--- src/hw/overtemp_pin_cfg_pkg.sv ---
package overtemp_pin_cfg_pkg;

  // Register byte addresses on the Wishbone bus (offsets as printed are bytes).
  localparam logic [7:0] ADDR_FORMAT_CFG    = 8'h7C;
  localparam logic [7:0] ADDR_PIN_CFG       = 8'h7D;
  localparam logic [7:0] ADDR_TEST_ONE      = 8'h7E;
  localparam logic [7:0] ADDR_TEST_TWO      = 8'h7F;
  localparam logic [7:0] ADDR_LOCK_CFG      = 8'h40;

  // Reset values.
  localparam logic [7:0] RST_FORMAT_CFG     = 8'h00;
  localparam logic [7:0] RST_PIN_CFG        = 8'h00;
  localparam logic [7:0] RST_TEST           = 8'h00;

  // Field positions in the channel and format register.
  localparam int FMT_TWOS_BIT               = 0;
  localparam int FMT_R2_OVERTEMP_BIT        = 7;

  // Field positions in the pin and alarm register.
  localparam int PIN_FUNC_LSB               = 0;
  localparam int PIN_OFF_BIT                = 2;
  localparam int PIN_RESP_BIT               = 3;
  localparam int PIN_BYPASS_BIT             = 6;
  localparam logic [7:0] PIN_WRITE_MASK     = 8'h4F;

  // Lock register field.
  localparam int LOCK_BIT                   = 1;

  // Disabling limit codes in each temperature format, and the full fan speed code.
  localparam logic [7:0] LIMIT_OFF_OFFSET64 = 8'h00;
  localparam logic [7:0] LIMIT_OFF_TWOS     = 8'h80;
  localparam logic [7:0] FULL_SPEED         = 8'hFF;

  // Multi-function pin roles.
  typedef enum logic [1:0] {
    PIN_FAN4_SPEED = 2'b00,
    PIN_OVERTEMP   = 2'b01,
    PIN_ALERT      = 2'b10,
    PIN_GPIO       = 2'b11
  } pin_role_t;

endpackage

--- src/hw/overtemp_compare.sv ---
`timescale 1ns/1ps
module overtemp_compare (
  // Reading and limit.
  input  wire logic [7:0] reading,
  input  wire logic [7:0] limit,
  input  wire logic       twos_format,
  // Result.
  output logic            exceeded
);

  logic limit_off;
  logic [7:0] r_cmp;
  logic [7:0] l_cmp;

  // The minimum code of the active format turns the channel off.
  always_comb begin
    limit_off = twos_format ? (limit == overtemp_pin_cfg_pkg::LIMIT_OFF_TWOS)
                            : (limit == overtemp_pin_cfg_pkg::LIMIT_OFF_OFFSET64);
    // Flipping the sign bit maps two's complement onto an unsigned compare.
    r_cmp = twos_format ? {~reading[7], reading[6:0]} : reading;
    l_cmp = twos_format ? {~limit[7], limit[6:0]} : limit;
    exceeded = !limit_off && (r_cmp > l_cmp);
  end

endmodule

--- src/hw/thermal_fan_config_regs.sv ---
`timescale 1ns/1ps
module thermal_fan_config_regs (
  // Clock and reset.
  input  wire logic       ref_clk,
  input  wire logic       rst,
  // Wishbone slave.
  input  wire logic       wb_cyc_i,
  input  wire logic       wb_stb_i,
  input  wire logic       wb_we_i,
  input  wire logic [7:0] wb_adr_i,
  input  wire logic [3:0] wb_sel_i,
  input  wire logic [31:0] wb_dat_i,
  output logic [31:0]     wb_dat_o,
  output logic            wb_ack_o,
  // Remote channel 2 reading and its over-temperature limit.
  input  wire logic [7:0] remote2_reading,
  input  wire logic [7:0] remote2_limit,
  // Programmed maximum fan speeds.
  input  wire logic [7:0] fan1_max_speed,
  input  wire logic [7:0] fan2_max_speed,
  input  wire logic [7:0] fan3_max_speed,
  // Shared over-temperature pin, active low.
  input  wire logic       overtemp_pin_in_n,
  output logic            overtemp_pin_out_n,
  output logic            overtemp_pin_oe,
  // Multi-function pin roles and the timer input.
  output logic            fan4_speed_input_sel,
  output logic            multi_pin_overtemp_sel,
  output logic            multi_pin_alert_sel,
  output logic            multi_pin_gpio_sel,
  output logic            overtemp_timer_in,
  // Fan demand and core voltage scale.
  output logic [7:0]      fan1_speed_demand_q,
  output logic [7:0]      fan2_speed_demand_q,
  output logic [7:0]      fan3_speed_demand_q,
  output logic            core_voltage_attenuator_bypass,
  output logic            temperature_format_select
);

  logic [7:0] format_cfg_q;
  logic [7:0] pin_cfg_q;
  logic       lock_q;
  logic       ack_q;
  logic [31:0] rdata_q;
  logic       access;
  logic       wr_en;
  logic       remote2_hot;
  logic       overtemp_active;
  logic [7:0] max_speed [3];
  logic [7:0] demand_d [3];
  logic [1:0] multi_pin_function_select;

  // A single-cycle answer: ack follows one edge after the request and drops after one cycle.
  assign access = wb_cyc_i && wb_stb_i && !ack_q;
  assign wr_en  = access && wb_we_i && wb_sel_i[0];
  assign wb_ack_o = ack_q;
  assign wb_dat_o = rdata_q;

  // Bus acknowledge.
  always_ff @(posedge ref_clk) begin
    if (rst) begin
      ack_q <= 1'b0;
    end else begin
      ack_q <= access;
    end
  end

  // The lock is sticky until reset; software cannot clear it.
  always_ff @(posedge ref_clk) begin
    if (rst) begin
      lock_q <= 1'b0;
    end else if (wr_en && wb_adr_i == overtemp_pin_cfg_pkg::ADDR_LOCK_CFG && wb_dat_i[overtemp_pin_cfg_pkg::LOCK_BIT]) begin
      lock_q <= 1'b1;
    end
  end

  // Configuration writes are dropped while locked.
  always_ff @(posedge ref_clk) begin
    if (rst) begin
      format_cfg_q <= overtemp_pin_cfg_pkg::RST_FORMAT_CFG;
      pin_cfg_q    <= overtemp_pin_cfg_pkg::RST_PIN_CFG;
    end else if (wr_en && !lock_q) begin
      if (wb_adr_i == overtemp_pin_cfg_pkg::ADDR_FORMAT_CFG) begin
        format_cfg_q <= wb_dat_i[7:0];
      end
      if (wb_adr_i == overtemp_pin_cfg_pkg::ADDR_PIN_CFG) begin
        pin_cfg_q <= wb_dat_i[7:0] & overtemp_pin_cfg_pkg::PIN_WRITE_MASK;
      end
    end
  end

  // Read data; test registers always return their zero reset value.
  always_ff @(posedge ref_clk) begin
    if (rst) begin
      rdata_q <= 32'h0000_0000;
    end else if (access && !wb_we_i) begin
      case (wb_adr_i)
        overtemp_pin_cfg_pkg::ADDR_FORMAT_CFG: rdata_q <= {24'h00_0000, format_cfg_q};
        overtemp_pin_cfg_pkg::ADDR_PIN_CFG:    rdata_q <= {24'h00_0000, pin_cfg_q};
        overtemp_pin_cfg_pkg::ADDR_TEST_ONE:   rdata_q <= {24'h00_0000, overtemp_pin_cfg_pkg::RST_TEST};
        overtemp_pin_cfg_pkg::ADDR_TEST_TWO:   rdata_q <= {24'h00_0000, overtemp_pin_cfg_pkg::RST_TEST};
        overtemp_pin_cfg_pkg::ADDR_LOCK_CFG:   rdata_q <= {30'h0000_0000, lock_q, 1'b0};
        default:                        rdata_q <= 32'h0000_0000;
      endcase
    end
  end

  // Limit comparison for remote channel 2.
  overtemp_compare u_remote2_cmp (
    .reading     (remote2_reading),
    .limit       (remote2_limit),
    .twos_format (format_cfg_q[overtemp_pin_cfg_pkg::FMT_TWOS_BIT]),
    .exceeded    (remote2_hot)
  );

  // The pin is driven only when the channel is enabled and the feature is on.
  always_comb begin
    overtemp_active = remote2_hot && format_cfg_q[overtemp_pin_cfg_pkg::FMT_R2_OVERTEMP_BIT]
                      && !pin_cfg_q[overtemp_pin_cfg_pkg::PIN_OFF_BIT];
    overtemp_pin_oe    = overtemp_active;
    overtemp_pin_out_n = 1'b0;
    overtemp_timer_in  = !overtemp_pin_in_n && !pin_cfg_q[overtemp_pin_cfg_pkg::PIN_OFF_BIT];
  end

  // Pin role decode.
  assign multi_pin_function_select = pin_cfg_q[overtemp_pin_cfg_pkg::PIN_FUNC_LSB +: 2];
  assign fan4_speed_input_sel   = multi_pin_function_select == overtemp_pin_cfg_pkg::PIN_FAN4_SPEED;
  assign multi_pin_overtemp_sel = multi_pin_function_select == overtemp_pin_cfg_pkg::PIN_OVERTEMP;
  assign multi_pin_alert_sel    = multi_pin_function_select == overtemp_pin_cfg_pkg::PIN_ALERT;
  assign multi_pin_gpio_sel     = multi_pin_function_select == overtemp_pin_cfg_pkg::PIN_GPIO;
  assign core_voltage_attenuator_bypass = pin_cfg_q[overtemp_pin_cfg_pkg::PIN_BYPASS_BIT];
  assign temperature_format_select      = format_cfg_q[overtemp_pin_cfg_pkg::FMT_TWOS_BIT];

  // Fan override demand; zero means the normal control loop owns the fan.
  assign max_speed[0] = fan1_max_speed;
  assign max_speed[1] = fan2_max_speed;
  assign max_speed[2] = fan3_max_speed;

  for (genvar i = 0; i < 3; i++) begin : g_fan
    always_comb begin
      if (!overtemp_active) begin
        demand_d[i] = 8'h00;
      end else if (pin_cfg_q[overtemp_pin_cfg_pkg::PIN_RESP_BIT]) begin
        demand_d[i] = max_speed[i];
      end else begin
        demand_d[i] = overtemp_pin_cfg_pkg::FULL_SPEED;
      end
    end
  end

  // Demands are registered so the fan outputs are glitch free.
  always_ff @(posedge ref_clk) begin
    if (rst) begin
      fan1_speed_demand_q <= 8'h00;
      fan2_speed_demand_q <= 8'h00;
      fan3_speed_demand_q <= 8'h00;
    end else begin
      fan1_speed_demand_q <= demand_d[0];
      fan2_speed_demand_q <= demand_d[1];
      fan3_speed_demand_q <= demand_d[2];
    end
  end

  // The lock only ever sets, and while it is set neither configuration register may move.
  AST_LOCK_HOLDS: assert property (@(posedge ref_clk) disable iff (rst)
    lock_q && wr_en && wb_adr_i == overtemp_pin_cfg_pkg::ADDR_PIN_CFG |=> $stable(pin_cfg_q))
    else $error("Locked pin register changed.");

  AST_LOCK_FORMAT: assert property (@(posedge ref_clk) disable iff (rst)
    lock_q |=> $stable(format_cfg_q))
    else $error("Locked format register changed.");

  AST_LOCK_SET: assert property (@(posedge ref_clk) disable iff (rst)
    wr_en && wb_adr_i == overtemp_pin_cfg_pkg::ADDR_LOCK_CFG && wb_dat_i[overtemp_pin_cfg_pkg::LOCK_BIT] |=> lock_q)
    else $error("Lock bit write did not lock.");

  AST_LOCK_STICKY: assert property (@(posedge ref_clk) disable iff (rst)
    lock_q |=> lock_q)
    else $error("Lock cleared without reset.");

  // Register contents and read data; a stale read word would hide a broken mask.
  AST_UNUSED_ZERO: assert property (@(posedge ref_clk) disable iff (rst)
    (pin_cfg_q & ~overtemp_pin_cfg_pkg::PIN_WRITE_MASK) == 8'h00)
    else $error("Unused pin register bits set.");

  AST_PIN_READBACK: assert property (@(posedge ref_clk) disable iff (rst)
    access && !wb_we_i && wb_adr_i == overtemp_pin_cfg_pkg::ADDR_PIN_CFG
    |=> wb_dat_o == {24'h00_0000, $past(pin_cfg_q)})
    else $error("Pin register read data wrong.");

  AST_FORMAT_READBACK: assert property (@(posedge ref_clk) disable iff (rst)
    access && !wb_we_i && wb_adr_i == overtemp_pin_cfg_pkg::ADDR_FORMAT_CFG
    |=> wb_dat_o == {24'h00_0000, $past(format_cfg_q)})
    else $error("Format register read data wrong.");

  AST_TEST_READ_ZERO: assert property (@(posedge ref_clk) disable iff (rst)
    access && !wb_we_i && wb_adr_i == overtemp_pin_cfg_pkg::ADDR_TEST_ONE |=> wb_ack_o && wb_dat_o == 32'h0000_0000)
    else $error("Test register read not zero.");

  AST_TEST_TWO_ZERO: assert property (@(posedge ref_clk) disable iff (rst)
    access && !wb_we_i && wb_adr_i == overtemp_pin_cfg_pkg::ADDR_TEST_TWO |=> wb_ack_o && wb_dat_o == 32'h0000_0000)
    else $error("Second test register read not zero.");

  AST_READ_UPPER_ZERO: assert property (@(posedge ref_clk) disable iff (rst)
    wb_ack_o |-> wb_dat_o[31:8] == 24'h00_0000)
    else $error("Read data upper bytes not zero.");

  // Bus handshake: every taken request is answered exactly one cycle later, and only then.
  AST_ACK_AFTER_REQ: assert property (@(posedge ref_clk) disable iff (rst)
    access |=> wb_ack_o)
    else $error("Request not acknowledged.");

  AST_NO_ACK_IDLE: assert property (@(posedge ref_clk) disable iff (rst)
    !(wb_cyc_i && wb_stb_i) |=> !wb_ack_o)
    else $error("Ack without a request.");

  AST_ACK_ONE: assert property (@(posedge ref_clk) disable iff (rst)
    wb_ack_o |=> !wb_ack_o)
    else $error("Ack held two cycles.");

  // Pin roles and the plain configuration outputs.
  AST_ROLE_ONEHOT: assert property (@(posedge ref_clk) disable iff (rst)
    $onehot({fan4_speed_input_sel, multi_pin_overtemp_sel, multi_pin_alert_sel, multi_pin_gpio_sel}))
    else $error("Multi-function pin role not one-hot.");

  AST_BYPASS_FOLLOWS: assert property (@(posedge ref_clk) disable iff (rst)
    core_voltage_attenuator_bypass == pin_cfg_q[overtemp_pin_cfg_pkg::PIN_BYPASS_BIT])
    else $error("Attenuator bypass output wrong.");

  AST_FORMAT_FOLLOWS: assert property (@(posedge ref_clk) disable iff (rst)
    temperature_format_select == format_cfg_q[overtemp_pin_cfg_pkg::FMT_TWOS_BIT])
    else $error("Format select output wrong.");

  // Limit comparison in both temperature formats.
  AST_MIN_LIMIT_OFF: assert property (@(posedge ref_clk) disable iff (rst)
    remote2_limit == (format_cfg_q[overtemp_pin_cfg_pkg::FMT_TWOS_BIT] ? overtemp_pin_cfg_pkg::LIMIT_OFF_TWOS
                                                                 : overtemp_pin_cfg_pkg::LIMIT_OFF_OFFSET64)
    |-> !overtemp_pin_oe)
    else $error("Disabled limit still drives pin.");

  AST_LIMIT_OFF_TWOS: assert property (@(posedge ref_clk) disable iff (rst)
    format_cfg_q[overtemp_pin_cfg_pkg::FMT_TWOS_BIT] && remote2_limit == overtemp_pin_cfg_pkg::LIMIT_OFF_TWOS |-> !remote2_hot)
    else $error("Two's complement minimum limit not disabling.");

  AST_LIMIT_OFF_OFFSET: assert property (@(posedge ref_clk) disable iff (rst)
    !format_cfg_q[overtemp_pin_cfg_pkg::FMT_TWOS_BIT] && remote2_limit == overtemp_pin_cfg_pkg::LIMIT_OFF_OFFSET64
    |-> !remote2_hot)
    else $error("Offset minimum limit not disabling.");

  AST_TWOS_ORDER: assert property (@(posedge ref_clk) disable iff (rst)
    format_cfg_q[overtemp_pin_cfg_pkg::FMT_TWOS_BIT] && remote2_reading[7] && !remote2_limit[7] |-> !remote2_hot)
    else $error("Negative reading beat a positive limit.");

  AST_OFFSET_ORDER: assert property (@(posedge ref_clk) disable iff (rst)
    !format_cfg_q[overtemp_pin_cfg_pkg::FMT_TWOS_BIT] && remote2_reading > remote2_limit
    && remote2_limit != overtemp_pin_cfg_pkg::LIMIT_OFF_OFFSET64 |-> remote2_hot)
    else $error("Offset reading over limit not seen.");

  // Shared pin: driven low only for a hot, enabled channel with the feature on.
  AST_PIN_DRIVE: assert property (@(posedge ref_clk) disable iff (rst)
    overtemp_pin_oe |-> format_cfg_q[overtemp_pin_cfg_pkg::FMT_R2_OVERTEMP_BIT])
    else $error("Pin driven with channel disabled.");

  AST_PIN_NEEDS_HOT: assert property (@(posedge ref_clk) disable iff (rst)
    overtemp_pin_oe |-> remote2_hot)
    else $error("Pin driven without an over-limit reading.");

  AST_PIN_DRIVES: assert property (@(posedge ref_clk) disable iff (rst)
    format_cfg_q[overtemp_pin_cfg_pkg::FMT_R2_OVERTEMP_BIT] && remote2_hot && !pin_cfg_q[overtemp_pin_cfg_pkg::PIN_OFF_BIT]
    |-> overtemp_pin_oe)
    else $error("Hot enabled channel did not drive the pin.");

  AST_PIN_LOW_ONLY: assert property (@(posedge ref_clk) disable iff (rst)
    overtemp_pin_oe |-> !overtemp_pin_out_n)
    else $error("Pin driven high.");

  AST_FEATURE_OFF: assert property (@(posedge ref_clk) disable iff (rst)
    pin_cfg_q[overtemp_pin_cfg_pkg::PIN_OFF_BIT] |-> !overtemp_pin_oe ##1 fan1_speed_demand_q == 8'h00)
    else $error("Over-temperature acted while disabled.");

  AST_TIMER_OFF: assert property (@(posedge ref_clk) disable iff (rst)
    pin_cfg_q[overtemp_pin_cfg_pkg::PIN_OFF_BIT] |-> !overtemp_timer_in)
    else $error("Timer input live while feature off.");

  // Fan response, one cycle after the over-temperature state is seen.
  AST_FULL_SPEED: assert property (@(posedge ref_clk) disable iff (rst)
    overtemp_active && !pin_cfg_q[overtemp_pin_cfg_pkg::PIN_RESP_BIT] |=> fan2_speed_demand_q == 8'hFF)
    else $error("Fans not at full speed.");

  AST_FULL_SPEED_REST: assert property (@(posedge ref_clk) disable iff (rst)
    overtemp_active && !pin_cfg_q[overtemp_pin_cfg_pkg::PIN_RESP_BIT]
    |=> fan1_speed_demand_q == 8'hFF && fan3_speed_demand_q == 8'hFF)
    else $error("Fans one and three not at full speed.");

  AST_MAX_SPEED: assert property (@(posedge ref_clk) disable iff (rst)
    overtemp_active && pin_cfg_q[overtemp_pin_cfg_pkg::PIN_RESP_BIT] |=> fan3_speed_demand_q == $past(fan3_max_speed))
    else $error("Fans not at programmed maximum.");

  AST_MAX_SPEED_REST: assert property (@(posedge ref_clk) disable iff (rst)
    overtemp_active && pin_cfg_q[overtemp_pin_cfg_pkg::PIN_RESP_BIT]
    |=> fan1_speed_demand_q == $past(fan1_max_speed) && fan2_speed_demand_q == $past(fan2_max_speed))
    else $error("Fans one and two not at programmed maximum.");

  AST_NO_OVERRIDE: assert property (@(posedge ref_clk) disable iff (rst)
    !overtemp_active
    |=> fan1_speed_demand_q == 8'h00 && fan2_speed_demand_q == 8'h00 && fan3_speed_demand_q == 8'h00)
    else $error("Fan override without over-temperature.");

endmodule

--- config.mk ---
export PLATFORM = sky130hd
export DESIGN_NAME = thermal_fan_config_regs
export DESIGN_NICKNAME = d
export VERILOG_FILES = /design/src/hw/overtemp_pin_cfg_pkg.sv /design/src/hw/overtemp_compare.sv /design/src/hw/thermal_fan_config_regs.sv
export SDC_FILE = /design/constraint.sdc
export NUM_CORES = 1
export LEC_CHECK = 0
export BUFFER_PORTS_ARGS = -buffer_cell sky130_fd_sc_hd__buf_2
export CELL_PAD_IN_SITES_DETAIL_PLACEMENT = 0
export CELL_PAD_IN_SITES_GLOBAL_PLACEMENT = 2
export CORE_ASPECT_RATIO = 0.8
export CORE_MARGIN = 2
export CORE_UTILIZATION = 22
export DETAILED_ROUTE_END_ITERATION = 8
export HOLD_SLACK_MARGIN = 0.06
export PLACE_DENSITY_LB_ADDON = 0.1
export SLEW_MARGIN = 20
export SYNTH_ARGS = -nofsm -noshare
export SYNTH_HDL_FRONTEND = slang
export SYNTH_HIERARCHICAL = 1
export SYNTH_SLANG_ARGS = --single-unit
--- constraint.sdc ---
create_clock -name ref_clk -period 5.2 [get_ports ref_clk]
set_input_delay 1.04 -clock ref_clk [delete_from_list [all_inputs] [get_ports ref_clk]]
set_output_delay 1.04 -clock ref_clk [all_outputs]
set_load 0.02 [all_outputs]
# Word-level counts from Yosys, hierarchy flattened
# Cells that the tools add are included.
# op_classes
reduce_logical	23
n_eq_ne	7
bitwise	3
mux	7
magnitude_cmp	1
# ops
op	n
2-to-1 mux 8 bit	5
equality test 8 x 7 -> 1 bit, second input constant	3
case mux 8 bit (3 select lines)	1
logical AND 1 bit	12
equality test 8 bit, second input constant	1
greater-than comparator 8 bit	1
logical NOT 8 bit	1
logical NOT 1 bit	6
equality test 2 bit, second input constant	2
AND reduction 2 bit	2
NOT 1 bit	3
equality test 2 x 1 -> 1 bit, second input constant	1
logical NOT 2 bit	1
OR reduction 2 bit	1
2-to-1 mux 1 bit	1
# totals
out_inout_bits	66
elab_cells	49
input_bits	90
register_bits	71

# Depth between registers and ports, before layout
# logic_depth
ltp_word	8
ltp_mapped	11
mapped_depth_nobuf	9

# By module
# Netlist, hierarchy kept.
# by_module_without_submodules
mod	instances	seq_area_each_um2	area_each_um2	cells_per_inst
thermal_fan_config_regs	1	940.9	1948.1	225
overtemp_compare	1	0.0	237.7	33

# Worst setup path before layout
# OpenSTA, ideal clock, no wires.
# synth_timing
kind	input to output
start	in remote2_reading[7]
end	out overtemp_pin_oe
t_required_ps	4160
arrival_time_ps	2252
path_stages	8
n_path_buf	0
slack_ps	1908
cell_sequence	xor2_1 ha_1 nand2_1 o211ai_1 o211ai_1 a21oi_2 nand2_1 nor2_1
# synth_via
elab_chain_len	6
# synth_lines
item	line	text
start: declaration	thermal_fan_config_regs.sv:16	input wire logic [7:0] remote2_reading,
NOT 1 bit	overtemp_compare.sv:20	r_cmp = twos_format ? {~reading[7], reading[6:0]} : reading;
2-to-1 mux 8 bit (*)	overtemp_compare.sv:20	
greater-than comparator 8 bit (*)	overtemp_compare.sv:22	exceeded = !limit_off && (r_cmp > l_cmp);
logical AND 1 bit (*)	overtemp_compare.sv:22	
named net remote2_hot	thermal_fan_config_regs.sv:47	logic remote2_hot;
logical AND 1 bit (*)	thermal_fan_config_regs.sv:118	overtemp_active = remote2_hot && format_cfg_q[overtemp_pin_cfg_pkg::FMT_R2_OVERTEMP_BIT]
logical AND 1 bit (*)	thermal_fan_config_regs.sv:119	&& !pin_cfg_q[overtemp_pin_cfg_pkg::PIN_OFF_BIT];
end: declaration	thermal_fan_config_regs.sv:25	output logic overtemp_pin_oe,
# Mark *: on every way through the listed nets, which the timed path passes. The rest lies on a longest branch.

# Final worst setup path
# layout_timing
start	in remote2_limit[7]
end	out overtemp_pin_oe
# layout_via
elab_chain_len	6
elab_cells_between_ends	10
classes_between	order compare: 1; eq/ne: 1; mux: 2; bitwise: 1; reduce/logical: 5
# layout_lines
item	line	text
start: declaration	thermal_fan_config_regs.sv:17	input wire logic [7:0] remote2_limit,
NOT 1 bit, or another cell as far along	overtemp_compare.sv:21	l_cmp = twos_format ? {~limit[7], limit[6:0]} : limit;
2-to-1 mux 8 bit or 2-to-1 mux 1 bit (tied branches)	overtemp_compare.sv:21, overtemp_compare.sv:17	
greater-than comparator 8 bit or logical NOT 1 bit (tied branches)	overtemp_compare.sv:22	
logical AND 1 bit (*)	overtemp_compare.sv:22	
named net remote2_hot	thermal_fan_config_regs.sv:47	
logical AND 1 bit (*)	thermal_fan_config_regs.sv:118	
logical AND 1 bit (*)	thermal_fan_config_regs.sv:119	
# Marks and branches as above.

==> reports/metrics.cfg <==
[critical_path]
cp_slowest_stage_delay_ns=0.29
endpoint=overtemp_pin_oe
crit_chain=buf_2, xnor2_1, ha_1, a21oi_1, o21ai_0, nor2_1, a21oi_2, nand2_1, nor2_1, buf_2
critical_path_buf_inv_count=2
worstSetupStartpointType=input pin
reg2reg_depth=9
critPathRequiredTime_ns=4.16
crit_start=remote2_limit[7]
r2r-start=format_cfg_q[0]$_SDFFE_PP0P_
critPathSlowestCell=ha_1
endpoint_kind=output pin
crit_type=input pin to output pin
path_depth=10
cp.arrival_ns=2.46
rrSetupSlack_ns=2.72
cp_top_family=compound AO/OA/AOI/OAI gates
crit_fanout=3
r2r-end=fan3_speed_demand_q[7]$_SDFF_PP0_

[final_layout]
area_growth_pct=30.6
fill_cells=1065
drive_gt1_share_pct=33.9
layout.nets=451
final-seq-area_sq_um=941
antenna_cells=0
multi_input_area_sq_um=961
design_area_sq_um=2860

[synthesis]
synthArstFlopShare_pct=0
synth_edf_count=0
ys_ff_latch=47
muxShareOfSynthArea_pct=2.06
syn_area_per_cell_sq_um=8.47
synth_ff_type=dfxtp_1
ys_seq_area_share_pct=43.0
synth-simple-area-share_pct=14.4
synth_compound_area_share_pct=17.8
synthCells=258
yosys.area_share.xor_xnor_pct=0.801
synth_top_family_by_area=compound AO/OA/AOI/OAI gates
yosys.cell_types.count=40
ys.warnings.count=6
synth_area_sq_um=2190
synth-adder-area-share_pct=4.58

[outcome]
status=completed

[clocking]
clk_latency_ns=0.28
htree_levels=2
post_cts_resized=0
cts-root-buf=clkbuf_16
cts_tree=done
clkTransAtPathRegs_ns=0.07
numCtsBuffers=5
cts_setup_buffers=0
clockBufferDepth=2
cts_sinks=47
cts_hold_buf=0

[sta]
slew_headroom_pct=31.5
grt_setup_unrepaired=false
whs_ns=0.459
hold_violations=0
tns_ns=0
slew_viol_final=0
finalClockSkew_ns=0.0118
fin_crit_sh_pct=67.3
setup_viol=0
worst_pin_slew_ns=1.03
max_freq_mhz=286
period_needed_ns=3.50

[die]
core_area_sq_um=9650
die_w_um=115
fp.dieArea_sq_um=10800
ioPinCount=156
floorplan.initialDensity_pct=22.7
row_count=32
die_h_um=93.2

[worst_hold_path]
hold_class=flip-flop to flip-flop

[power_and_ir_drop]
power.static_leakage_nw=1.44
ir_worst_vdd_v=0.000123
p_per_area_nw_per_um2=269

[route]
drtAntennaViolNets=0
drt_iter0_drc=48
vias=1932
dr.pass1.iters=4
post-route-drc-count=0
wire_per_inst_um=12.3
finalWirelength_mm=6.02
viasPerCell=3.94

[placed_design]
gp_congestion=0.725
place_area_sq_um=2700
dp_hpwl_mm=4.45
numPortBuffers=103

[grt]
overflow=0
grtUsageTotal_pct=11.0
grt_pass1_wl_mm=9.18
antenna_found_initial=0
grt_pass1_vias=1800
grt_max_degree=27

[run]
maxCapViolCount=0

-- worst min-delay path by stage --
stage	from	endpoint	slack [ns]	cells past startpoint
finish	wb_dat_o[1]$_SDFFE_PP0P_	wb_dat_o[1]$_SDFFE_PP0P_	0.46	2
global route	wb_dat_o[1]$_SDFFE_PP0P_	wb_dat_o[1]$_SDFFE_PP0P_	0.49	2
CTS	wb_dat_o[1]$_SDFFE_PP0P_	wb_dat_o[1]$_SDFFE_PP0P_	0.47	2
detailed placement	wb_dat_o[1]$_SDFFE_PP0P_	wb_dat_o[1]$_SDFFE_PP0P_	0.46	2
global placement	wb_dat_o[1]$_SDFFE_PP0P_	wb_dat_o[1]$_SDFFE_PP0P_	0.46	2
floorplan	format_cfg_q[1]$_SDFFE_PP0P_	format_cfg_q[1]$_SDFFE_PP0P_	0.45	2
-- through the flow --
| step | setup slack [ns] | total power (W) | util [%] | cells |
|---|---|---|---|---|
| 5_1_grt | 1.50 | 0.000804 | 29.6 | 490 |
| 3_3_place_gp | 1.65 | 0.000446 | 28.0 | 482 |
| 4_1_cts | 1.67 | 0.000785 | 29.6 | 490 |
| 6_report | 1.70 | 0.000767 | 29.6 | 490 |
| 2_1_floorplan | 1.91 | 0.000428 | - | 282 |
| 3_5_place_dp | 1.67 | 0.000446 | 28.0 | 482 |
-- kinds of logic after synthesis --
logic type	after synthesis
muxes	4
DFF	47
buffers and inverters	70
xor gates and xnor gates	2
AOI/OAI and AO/OA	69
other	1
and+or+nand+nor	57
adders and majority gates	8
-- registers in the layout, indices dropped and copies added, names as in the netlist --
register and cells:
format_cfg_q 8, wb_ack_o 1, wb_dat_o 8, fan3_speed_demand_q 8
fan2_speed_demand_q 8, pin_cfg_q 5, fan1_speed_demand_q 8, lock_q 1
-- Yosys cell counts, drive strengths merged (2+ instances only) --
master,count,area share [%]
nand3,15,3.4
ha,8,4.6
a22oi,7,2.4
buf,30,10
o21ai,15,3.6
dfxtp,47,43
nand4,3,0.86
clkbuf,9,1.5
nand3b,2,0.69
nor3,2,0.46
inv,31,5.3
nor4,4,1.8
nor2,15,2.6
o211ai,2,0.69
mux2,4,2.1
a21oi,41,9.6
nand2,5,0.86
nor2b,3,0.86
-- worst register-to-register path, stage by stage (launching register included) --
cell     delay, ns
dfxtp_1       0.43
xnor2_1       0.18
ha_1          0.29
a21oi_1       0.20
o21ai_0       0.13
nor2_1        0.13
a21oi_2       0.07
nand2_1       0.10
or3_1         0.72
a21oi_1       0.09
-- metal layers --
layer	wire [um]	vias to the layer above	part of all wire [%]	GRT usage [%]
met5	0	-	0	0
met4	45	0	0.75	2.41
met3	324	5	5.4	2.72
met2	2690	67	45	17.2
met1	2950	851	49	15.2
li1	-	1009	-	-
-- layout by cell type (no fill, tap or decap), types with 7 or more instances in the layout --
cell type / synthesis / final
buf_2: 2 / 103
dfxtp_1: 47 / 47
a21oi_1: 40 / 40
inv_1: 31 / 31
conb_1: 1 / 25
nor2_1: 15 / 15
nand3_1: 15 / 15
o21ai_1: 9 / 9
ha_1: 8 / 8
a22oi_1: 7 / 7
-- cell type report --
class                      instances  share of cell area, %
clock buffer                       7                   5.00
clock inverter                     1                  0.307
inverter                          31                   4.08
multi-input combinational        165                   33.7
sequential                        47                   33.0
tap                              136                   5.96
timing repair buffer             103                   18.1
-- where the power goes --
group,internal [W],switching [W],total (W)
registers,0.000360,0.000000176,0.000360
clock network,0.000193,0.000137,0.000330
logic,0.0000287,0.0000479,0.0000766
(Power assumes the default switching activity.)
